File: src/motor_state_defs.svh
// Bit positions, reset values and PWM constants for the state word block
`ifndef MOTOR_STATE_DEFS_SVH
`define MOTOR_STATE_DEFS_SVH

`define BIT_FLOATING      0
`define BIT_BUSY_N        1
`define BIT_SW_LEVEL      2
`define BIT_SW_EVENT      3
`define BIT_DIR_FWD       4
`define BIT_PHASE_LO      5
`define BIT_CMD_ERR       7
`define BIT_EXT_STEP      8
`define BIT_LOCKOUT_N     9
`define BIT_ADC_UV_N      10
`define BIT_THERM_LO      11
`define BIT_OCD_N         13
`define BIT_STALL_A_N     14
`define BIT_STALL_B_N     15

`define CFG_PWM_INT_LO    13
`define CFG_PWM_DEC_LO    10

`define PWM_INT_RST       3'h0
`define PWM_DEC_RST       3'h3
`define PWM_BASE_DIV      16'h0200
`define PWM_MULT_DEN      16'h0008
`define PWM_INT_MAX_CODE  3'h6

`define STATE_WORD_RST    16'he403

`endif

File: src/motor_state_pkg.sv
// Types shared by the drive state word block and its neighbours
`default_nettype none
package motor_state_pkg;

  typedef enum logic [3:0] {
    CMD_NONE         = 4'h0,
    CMD_READ_STATE   = 4'h1,
    CMD_WRITE_CONFIG = 4'h2,
    CMD_WRITE_STATE  = 4'h3,
    CMD_MOTION       = 4'h4,
    CMD_HALT         = 4'h5,
    CMD_FLOAT        = 4'h6,
    CMD_UNDEFINED    = 4'h7,
    CMD_BLOCKED      = 4'h8
  } cmd_kind_t;

  typedef enum logic [1:0] {
    TH_NORMAL = 2'h0, TH_WARNING = 2'h1, TH_BRIDGE_OFF = 2'h2, TH_DEVICE_OFF = 2'h3
  } thermal_t;

  typedef enum logic [1:0] {
    PH_STOPPED = 2'h0, PH_ACCEL = 2'h1, PH_DECEL = 2'h2, PH_CONSTANT = 2'h3
  } motion_t;

  typedef struct packed {
    logic        valid;
    cmd_kind_t   kind;
    logic [15:0] data;
  } cmd_req_t;

  typedef struct packed {
    logic     lockout_evt;
    logic     adc_uv_evt;
    logic     ocd_evt;
    logic     stall_a_evt;
    logic     stall_b_evt;
    thermal_t thermal;
    logic     busy_n;
    logic     dir_fwd;
    motion_t  phase;
    logic     ext_step_mode;
    logic     force_float;
  } engine_in_t;

endpackage : motor_state_pkg
`default_nettype wire

File: src/motor_state_flags.sv
// Drive state word: latched fault flags, bridge float, write guards, PWM tick
// Notes on behaviour
// RULE_01 - Config write while running: ignored, error set
// RULE_02 - Sixteen-bit state word, fixed bit order
// RULE_03 - Float flag; motion and halts exit unless forced
// RULE_04 - Lockout flag active low, low after reset
// RULE_05 - ADC undervoltage flag active low on event
// RULE_06 - Overcurrent flag active low on event
// RULE_07 - Separate active-low stall flags per bridge
// RULE_08 - Bad-command flag set on undefined/unperformable command
// RULE_09 - Switch level: low open, high closed
// RULE_10 - Switch event set on switch input falling edge
// RULE_11 - Thermal bits: normal, warning, bridge off, device off
// RULE_12 - Fault flags latched until state-read command
// RULE_13 - Busy bit follows busy pin, low while executing
// RULE_14 - Step flag high in external step mode
// RULE_15 - Direction bit: one forward, zero reverse
// RULE_16 - Phase bits: stopped, accel, decel, constant
// RULE_17 - State word writes ignored, error set
// RULE_18 - 16 MHz oscillator: 62.5 down to 2.8 kHz
// RULE_19 - 24 MHz oscillator: 93.8 down to 4.2 kHz
// RULE_20 - 32 MHz oscillator: 125.0 down to 5.6 kHz
// RULE_21 - Integer code gives divider code plus one, max seven
// RULE_22 - Multiplier codes give 0.625 up to 2
// RULE_23 - Read returns word before clear, then release
`include "motor_state_defs.svh"
`default_nettype none

module motor_state_flags
  import motor_state_pkg::*;
(
  input  wire logic       ref_clk,
  input  wire logic       reset,
  input  wire cmd_req_t   cmd_req,
  input  wire engine_in_t engine,
  input  wire logic       limit_switch_input,
  input  wire logic       step_pulse_input,
  output logic [15:0]     state_word,
  output logic [15:0]     read_data,
  output logic            read_valid,
  output logic            config_accept,
  output logic [2:0]      pwm_int_code,
  output logic [2:0]      pwm_fraction_multiplier,
  output logic            pwm_tick,
  output logic            step_tick,
  output logic            bridges_floating
);

  typedef struct packed {
    logic        sw_meta;
    logic        sw_sync;
    logic        sw_prev;
    logic        stp_meta;
    logic        stp_sync;
    logic        stp_prev;
    logic        supply_lockout_flag_n;
    logic        adc_undervolt_flag_n;
    logic        overcurrent_flag_n;
    logic        stall_a_n;
    logic        stall_b_n;
    logic        cmd_err;
    logic        switch_close_event;
    thermal_t    thermal_state;
    logic        floating;
    logic [2:0]  pwm_int;
    logic [2:0]  pwm_dec;
    logic [15:0] pwm_acc;
    logic        pwm_tick;
    logic        step_tick;
    logic [15:0] word;
    logic [15:0] rdata;
    logic        rvalid;
    logic        cfg_acc;
  } state_t;

  state_t st_r;
  state_t st_nxt;

  logic        is_read;
  logic        is_cfg;
  logic        running;
  logic        bad_cmd;
  logic        exit_float;
  logic        sw_fall;
  logic [15:0] mult8;
  logic [15:0] limit;
  logic [15:0] acc_sum;

  // Multiplier as eighths so the tick accumulator stays integer
  function automatic logic [15:0] mult_eighths(input logic [2:0] code);
    logic [15:0] m;
    m = 16'h0005;
    unique case (code)
      3'h0: m = 16'h0005;
      3'h1: m = 16'h0006;
      3'h2: m = 16'h0007;
      3'h3: m = 16'h0008;
      3'h4: m = 16'h000a;
      3'h5: m = 16'h000c;
      3'h6: m = 16'h000e;
      3'h7: m = 16'h0010;
    endcase
    return m;
  endfunction : mult_eighths

  function automatic logic [15:0] int_factor(input logic [2:0] code);
    logic [2:0] c;
    c = (code > `PWM_INT_MAX_CODE) ? `PWM_INT_MAX_CODE : code;
    return {13'h0000, c} + 16'h0001;
  endfunction : int_factor

  always_comb begin
    st_nxt  = st_r;
    is_read = cmd_req.valid && cmd_req.kind == CMD_READ_STATE;
    is_cfg  = cmd_req.valid && cmd_req.kind == CMD_WRITE_CONFIG;
    running = engine.phase != PH_STOPPED;
    // Command errors: unknown, not performable, guarded writes
    bad_cmd = cmd_req.valid &&
              (cmd_req.kind == CMD_UNDEFINED ||
               cmd_req.kind == CMD_BLOCKED) ; // [RULE_08]
    bad_cmd = bad_cmd || (is_cfg && running); // [RULE_01]
    bad_cmd = bad_cmd ||
              (cmd_req.valid && cmd_req.kind == CMD_WRITE_STATE); // [RULE_17]
    exit_float = cmd_req.valid &&
                 (cmd_req.kind == CMD_MOTION || cmd_req.kind == CMD_HALT);

    // Two-stage synchronisers for the pins
    st_nxt.sw_meta  = limit_switch_input;
    st_nxt.sw_sync  = st_r.sw_meta;
    st_nxt.sw_prev  = st_r.sw_sync;
    st_nxt.stp_meta = step_pulse_input;
    st_nxt.stp_sync = st_r.stp_meta;
    st_nxt.stp_prev = st_r.stp_sync;
    sw_fall = st_r.sw_prev && !st_r.sw_sync; // [RULE_10]
    st_nxt.step_tick = engine.ext_step_mode &&
                       st_r.stp_sync && !st_r.stp_prev; // [RULE_14]

    // Clear on read first, then new events win over the clear
    if (is_read) begin // [RULE_12] [RULE_23]
      st_nxt.supply_lockout_flag_n = 1'b1;
      st_nxt.adc_undervolt_flag_n  = 1'b1;
      st_nxt.overcurrent_flag_n    = 1'b1;
      st_nxt.stall_a_n             = 1'b1;
      st_nxt.stall_b_n             = 1'b1;
      st_nxt.cmd_err               = 1'b0;
      st_nxt.switch_close_event    = 1'b0;
      st_nxt.thermal_state         = engine.thermal;
    end else if (engine.thermal > st_r.thermal_state) begin
      st_nxt.thermal_state = engine.thermal; // [RULE_11] [RULE_12]
    end
    if (engine.lockout_evt) st_nxt.supply_lockout_flag_n = 1'b0; // [RULE_04]
    if (engine.adc_uv_evt)  st_nxt.adc_undervolt_flag_n = 1'b0;  // [RULE_05]
    if (engine.ocd_evt)     st_nxt.overcurrent_flag_n = 1'b0;    // [RULE_06]
    if (engine.stall_a_evt) st_nxt.stall_a_n = 1'b0;             // [RULE_07]
    if (engine.stall_b_evt) st_nxt.stall_b_n = 1'b0;             // [RULE_07]
    if (bad_cmd)            st_nxt.cmd_err = 1'b1;               // [RULE_08]
    if (sw_fall)            st_nxt.switch_close_event = 1'b1;    // [RULE_10]

    // Bridge float: error forcing outranks any motion command
    if (engine.force_float) begin
      st_nxt.floating = 1'b1; // [RULE_03]
    end else if (exit_float) begin
      st_nxt.floating = 1'b0; // [RULE_03]
    end else if (cmd_req.valid && cmd_req.kind == CMD_FLOAT) begin
      st_nxt.floating = 1'b1;
    end

    // Config write only while stopped; state word itself is never written
    st_nxt.cfg_acc = is_cfg && !running; // [RULE_01] [RULE_17]
    if (is_cfg && !running) begin
      st_nxt.pwm_int = cmd_req.data[`CFG_PWM_INT_LO +: 3];
      st_nxt.pwm_dec = cmd_req.data[`CFG_PWM_DEC_LO +: 3];
    end

    // Tick rate = clock / (512 * N) * M, with M in eighths
    mult8   = mult_eighths(st_r.pwm_dec); // [RULE_22]
    limit   = 16'((`PWM_BASE_DIV * `PWM_MULT_DEN) *
                  int_factor(st_r.pwm_int)); // [RULE_21]
    acc_sum = st_r.pwm_acc + mult8;
    st_nxt.pwm_tick = 1'b0;
    if (st_nxt.cfg_acc) begin
      // Restart so a shorter period never leaves the sum past its limit
      st_nxt.pwm_acc = 16'h0000;
    end else if (acc_sum >= limit) begin
      st_nxt.pwm_acc  = acc_sum - limit; // [RULE_18] [RULE_19] [RULE_20]
      st_nxt.pwm_tick = 1'b1;
    end else begin
      st_nxt.pwm_acc = acc_sum;
    end

    // Snapshot taken from the word before this cycle's clear
    st_nxt.rvalid = is_read;
    if (is_read) st_nxt.rdata = st_r.word; // [RULE_23]

    st_nxt.word = {st_nxt.stall_b_n, st_nxt.stall_a_n,
                   st_nxt.overcurrent_flag_n, st_nxt.thermal_state,
                   st_nxt.adc_undervolt_flag_n,
                   st_nxt.supply_lockout_flag_n,
                   engine.ext_step_mode, st_nxt.cmd_err, engine.phase,
                   engine.dir_fwd, st_nxt.switch_close_event,
                   !st_r.sw_sync, engine.busy_n,
                   st_nxt.floating}; // [RULE_02] [RULE_09] [RULE_13]
    // [RULE_14] [RULE_15] [RULE_16] ride in the word above
  end

  always_ff @(posedge ref_clk) begin
    if (reset) begin
      st_r                       <= '0;
      // Open-switch idle level, so no false closed level after reset
      st_r.sw_meta               <= 1'b1;
      st_r.sw_sync               <= 1'b1;
      st_r.sw_prev               <= 1'b1;
      st_r.supply_lockout_flag_n <= 1'b0; // [RULE_04]
      st_r.adc_undervolt_flag_n  <= 1'b1;
      st_r.overcurrent_flag_n    <= 1'b1;
      st_r.stall_a_n             <= 1'b1;
      st_r.stall_b_n             <= 1'b1;
      st_r.floating              <= 1'b1;
      st_r.pwm_int               <= `PWM_INT_RST;
      st_r.pwm_dec               <= `PWM_DEC_RST;
      st_r.word                  <= `STATE_WORD_RST; // [RULE_04]
    end else begin
      st_r <= st_nxt;
    end
  end

  assign state_word              = st_r.word;
  assign read_data               = st_r.rdata;
  assign read_valid              = st_r.rvalid;
  assign config_accept           = st_r.cfg_acc;
  assign pwm_int_code            = st_r.pwm_int;
  assign pwm_fraction_multiplier = st_r.pwm_dec;
  assign pwm_tick                = st_r.pwm_tick;
  assign step_tick               = st_r.step_tick;
  assign bridges_floating        = st_r.floating;
endmodule : motor_state_flags
`default_nettype wire

File: config.mk
export PLATFORM = sky130hd
export DESIGN_NAME = motor_state_flags
export DESIGN_NICKNAME = d
export VERILOG_FILES = /design/src/motor_state_pkg.sv /design/src/motor_state_flags.sv
export VERILOG_INCLUDE_DIRS = /design/src
export SDC_FILE = /design/constraint.sdc
export NUM_CORES = 1
export LEC_CHECK = 0
export BUFFER_PORTS_ARGS = -buffer_cell sky130_fd_sc_hd__buf_2
export CORE_MARGIN = 2
export CORE_UTILIZATION = 25
export CTS_BUF_LIST = sky130_fd_sc_hd__clkbuf_8
export DETAILED_ROUTE_END_ITERATION = 12
export SLEW_MARGIN = 5
export SYNTH_ARGS = -nofsm -noshare
export SYNTH_HDL_FRONTEND = slang
export SYNTH_SLANG_ARGS = --single-unit
File: constraint.sdc
create_clock -name ref_clk -period 3.9 [get_ports ref_clk]
set_input_delay 0.39 -clock ref_clk [delete_from_list [all_inputs] [get_ports ref_clk]]
set_output_delay 0.39 -clock ref_clk [all_outputs]
set_load 0.005 [all_outputs]
==> results.py <==
metrics = {
    "power": {
        "internal_power_uw": 1150,
        "netSwitchingFraction": 0.284,
        "vdd_drop_max_v": 0.000171,
        "clkPwrFrac": 0.300,
        "power.density_nw_per_um2": 437,
        "p_leak_uw": 0.00161,
        "seqPwrFrac": 0.481,
        "p_switching_uw": 457,
        "combPwrFrac": 0.219,
    },
    "layout": {
        "nets": 456,
        "finalNonFillerCells": 582,
        "drive_above_1_share": 0.249,
        "diodes": 0,
        "finalInstanceArea_um2": 3690,
        "area_growth_pct": 11.3,
    },
    "synth": {
        "seq_area_frac_synth": 0.417,
        "syn_inst": 373,
        "synth_edf_count": 0,
        "ys.flop_type": "dfxtp_1",
        "async_flop_share": 0,
        "synth_cell_types": 56,
        "synth-seq-cells": 69,
        "synth.top_cell.area_share": 0.417,
        "yosys_warnings": 0,
        "netlist_area_um2": 3310,
        "synth.area.top_cells": "dfxtp_1, buf_4, ha_1",
        "synth_top_cell_by_area": "dfxtp_1",
        "syn_area_per_cell_um2": 8.89,
        "syn_nets": 427,
    },
    "clocking": {
        "hold_buffers": 0,
        "clock-sinks": 69,
        "cts_setup_buffers": 0,
        "cts_root_buf": "clkbuf_8",
        "clk_pin_slew_ns": 0.07,
        "clockBufferDepth": 2,
        "h-tree-depth": 3,
        "numCtsBuffers": 9,
        "insertion_delay_ns": 0.35,
        "cts_resized": 0,
        "tritoncts": "done",
    },
    "placed_design": {
        "pre_cts_ws_ns": 0.405,
        "place_inst": 567,
        "placed_area_um2": 3530,
        "place_congestion": 0.744,
        "portBuffers": 70,
        "hpwl_mm": 4.94,
    },
    "die": {
        "die_w_um": 119,
        "start_util": 0.253,
        "die_h_um": 119,
        "core_um2": 13100,
        "ios": 81,
        "row_count": 42,
        "die_area_um2": 14200,
    },
    "sta": {
        "setup-tns-final_ns": 0,
        "period_needed_ns": 3.52,
        "tightestPinTransition_ns": 0.753,
        "maxSlewHeadroom": 0.496,
        "worst_slack_ns": 0.377,
        "rsz0062_at_grt": "no",
        "hold_violations": 0,
        "period_share": 0.903,
        "max_clock_freq_mhz": 284,
        "finalSetupViolCount": 0,
        "hold-worst-slack_ns": 0.195,
        "maxSlewViolCount": 0,
        "finClkSkew_ns": 0.00580,
    },
    "global_routing": {
        "grtUsageTotal": 0.0961,
        "grt_use_met3": 0.0354,
        "busiest_layer": "met2",
        "grt_pass1_vias": 2312,
        "grt_remaining_overflow": 0,
        "antenna_found_initial": 0,
        "grtUsageMet2": 0.146,
        "grt_pass1_wl_mm": 10.9,
        "gr-usage-met1": 0.123,
        "grt_max_degree": 52,
    },
    "route": {
        "drt_iter0_drc": 75,
        "wl_per_cell_um": 11.5,
        "vias": 2450,
        "wl_mm": 6.68,
        "antenna_left": 0,
        "via_per_inst": 4.21,
        "route.detailed.drc": 0,
        "dr.pass1.iters": 4,
    },
    "setup_path": {
        "reg2reg_slack_ns": 0.38,
        "crit_end": "st_r[48]$_SDFF_PP0_",
        "crit_required_ns": 4.16,
        "start_kind": "register",
        "critical_path.max_fanout": 6,
        "reg2reg_from": "mult8[0]$_SDFF_PP0_",
        "crit_type": "reg -> reg",
        "crit_start": "mult8[0]$_SDFF_PP0_",
        "endpoint_kind": "register",
        "crit_arrival_ns": 3.79,
        "r2r_end": "st_r[48]$_SDFF_PP0_",
        "r2r_cells": 14,
    },
    "run": {
        "maxCapViolations": 0,
    },
    "run_status": {
        "outcome": "finished clean",
    },
    "min_path": {
        "min_path_type": "in -> reg",
        "holdCritStartpoint": "engine[12]",
    },
}
power groups by stage:
stage                     registers [uW]  clock network [uW]  logic, uW
after floorplan                      782                   0        286
final                                776                 483        352
after global routing                 780                 533        397
after CTS                            775                 504        355
after detailed placement             790                   0        354
after global placement               789                   0        334
logic make-up after synthesis:
kind of cell    synth area share
simple gates               0.195
mux                       0.0223
buf+inv                    0.126
other cells              0.00113
flops                      0.417
fa+ha+maj                 0.0649
compound gates             0.126
xor+xnor                  0.0476
worst max-delay path, stage by stage (launching register included):
cell	delay, ns
dfxtp_1	0.32
ha_1	0.17
inv_1	0.06
fa_1	0.40
nand2b_1	0.21
a21oi_2	0.29
o211ai_1	0.14
xor2_1	0.20
ha_1	0.18
inv_1	0.06
fa_1	0.40
a21o_2	0.21
a21oi_1	0.38
nand2_1	0.15
a211oi_2	0.26
synth_stat cells (all sizes together) (3+ instances only):
| cell type | number |
|---|---|
| a211o | 4 |
| a21o | 5 |
| a21oi | 28 |
| and3 | 3 |
| and4 | 4 |
| buf | 43 |
| clkbuf | 11 |
| dfxtp | 69 |
| ha | 14 |
| inv | 13 |
| mux2i | 7 |
| nand2 | 46 |
| nand4 | 4 |
| nor2 | 38 |
| nor2b | 13 |
| nor3 | 6 |
| o211ai | 5 |
| o21ai | 6 |
| o21bai | 4 |
| or2 | 6 |
| xnor2 | 10 |
| xor2 | 8 |
worst min path at each step:
stage | to | cells after the start
finish | state_word[9]$_SDFFE_PP0P_ | 2
global route | state_word[9]$_SDFFE_PP0P_ | 2
CTS | state_word[9]$_SDFFE_PP0P_ | 2
detailed placement | st_nxt[71]$_SDFF_PP1_ | 1
global placement | st_nxt[71]$_SDFF_PP1_ | 1
floorplan | st_nxt[71]$_SDFF_PP1_ | 1
area by class of cell:
| cell class | instances | area [um2] |
|---|---|---|
| repair buffers | 72 | 365 |
| clock inverters | 5 | 21.3 |
| clock buffers | 10 | 138 |
| multi-input cells | 237 | 1520 |
| well taps | 176 | 220 |
| inverters | 13 | 48.8 |
| flip-flops and latches | 69 | 1380 |
| fillers | 1432 | 9400 |
per-layer routing:
metal  vias to the layer above  share of wire
li1                       1271              -
met1                      1126           0.49
met2                        43           0.46
met3                        10          0.042
met4                         0          0.015
met5                         -              0
flip-flops by register name, summed over array words and instances (netlist names):
name,flops
config_accept,1
mult8,5
pwm_fraction_multiplier,3
pwm_int_code,3
pwm_tick,1
read_data,16
read_valid,1
st_nxt,4
st_r,20
state_word,14
step_tick,1
metrics by stage:
| step | power [uW] | utilization |
|---|---|---|
| after global placement | 1120 | 0.270 |
| after CTS | 1630 | 0.282 |
| after floorplan | 1070 | - |
| final | 1610 | 0.282 |
| after global routing | 1710 | 0.282 |
| after detailed placement | 1140 | 0.270 |
placed cells by master, fill, tap and decap left out, drive strengths merged, types with 10 or more instances in the layout:
| cell | instances |
|---|---|
| nor2 | 38 |
| nand2 | 46 |
| dfxtp | 69 |
| buf | 72 |
| a21oi | 28 |
| inv | 16 |
| xnor2 | 10 |
| clkbuf | 10 |
| nor2b | 13 |
| ha | 14 |
(Power assumes the default switching activity.)
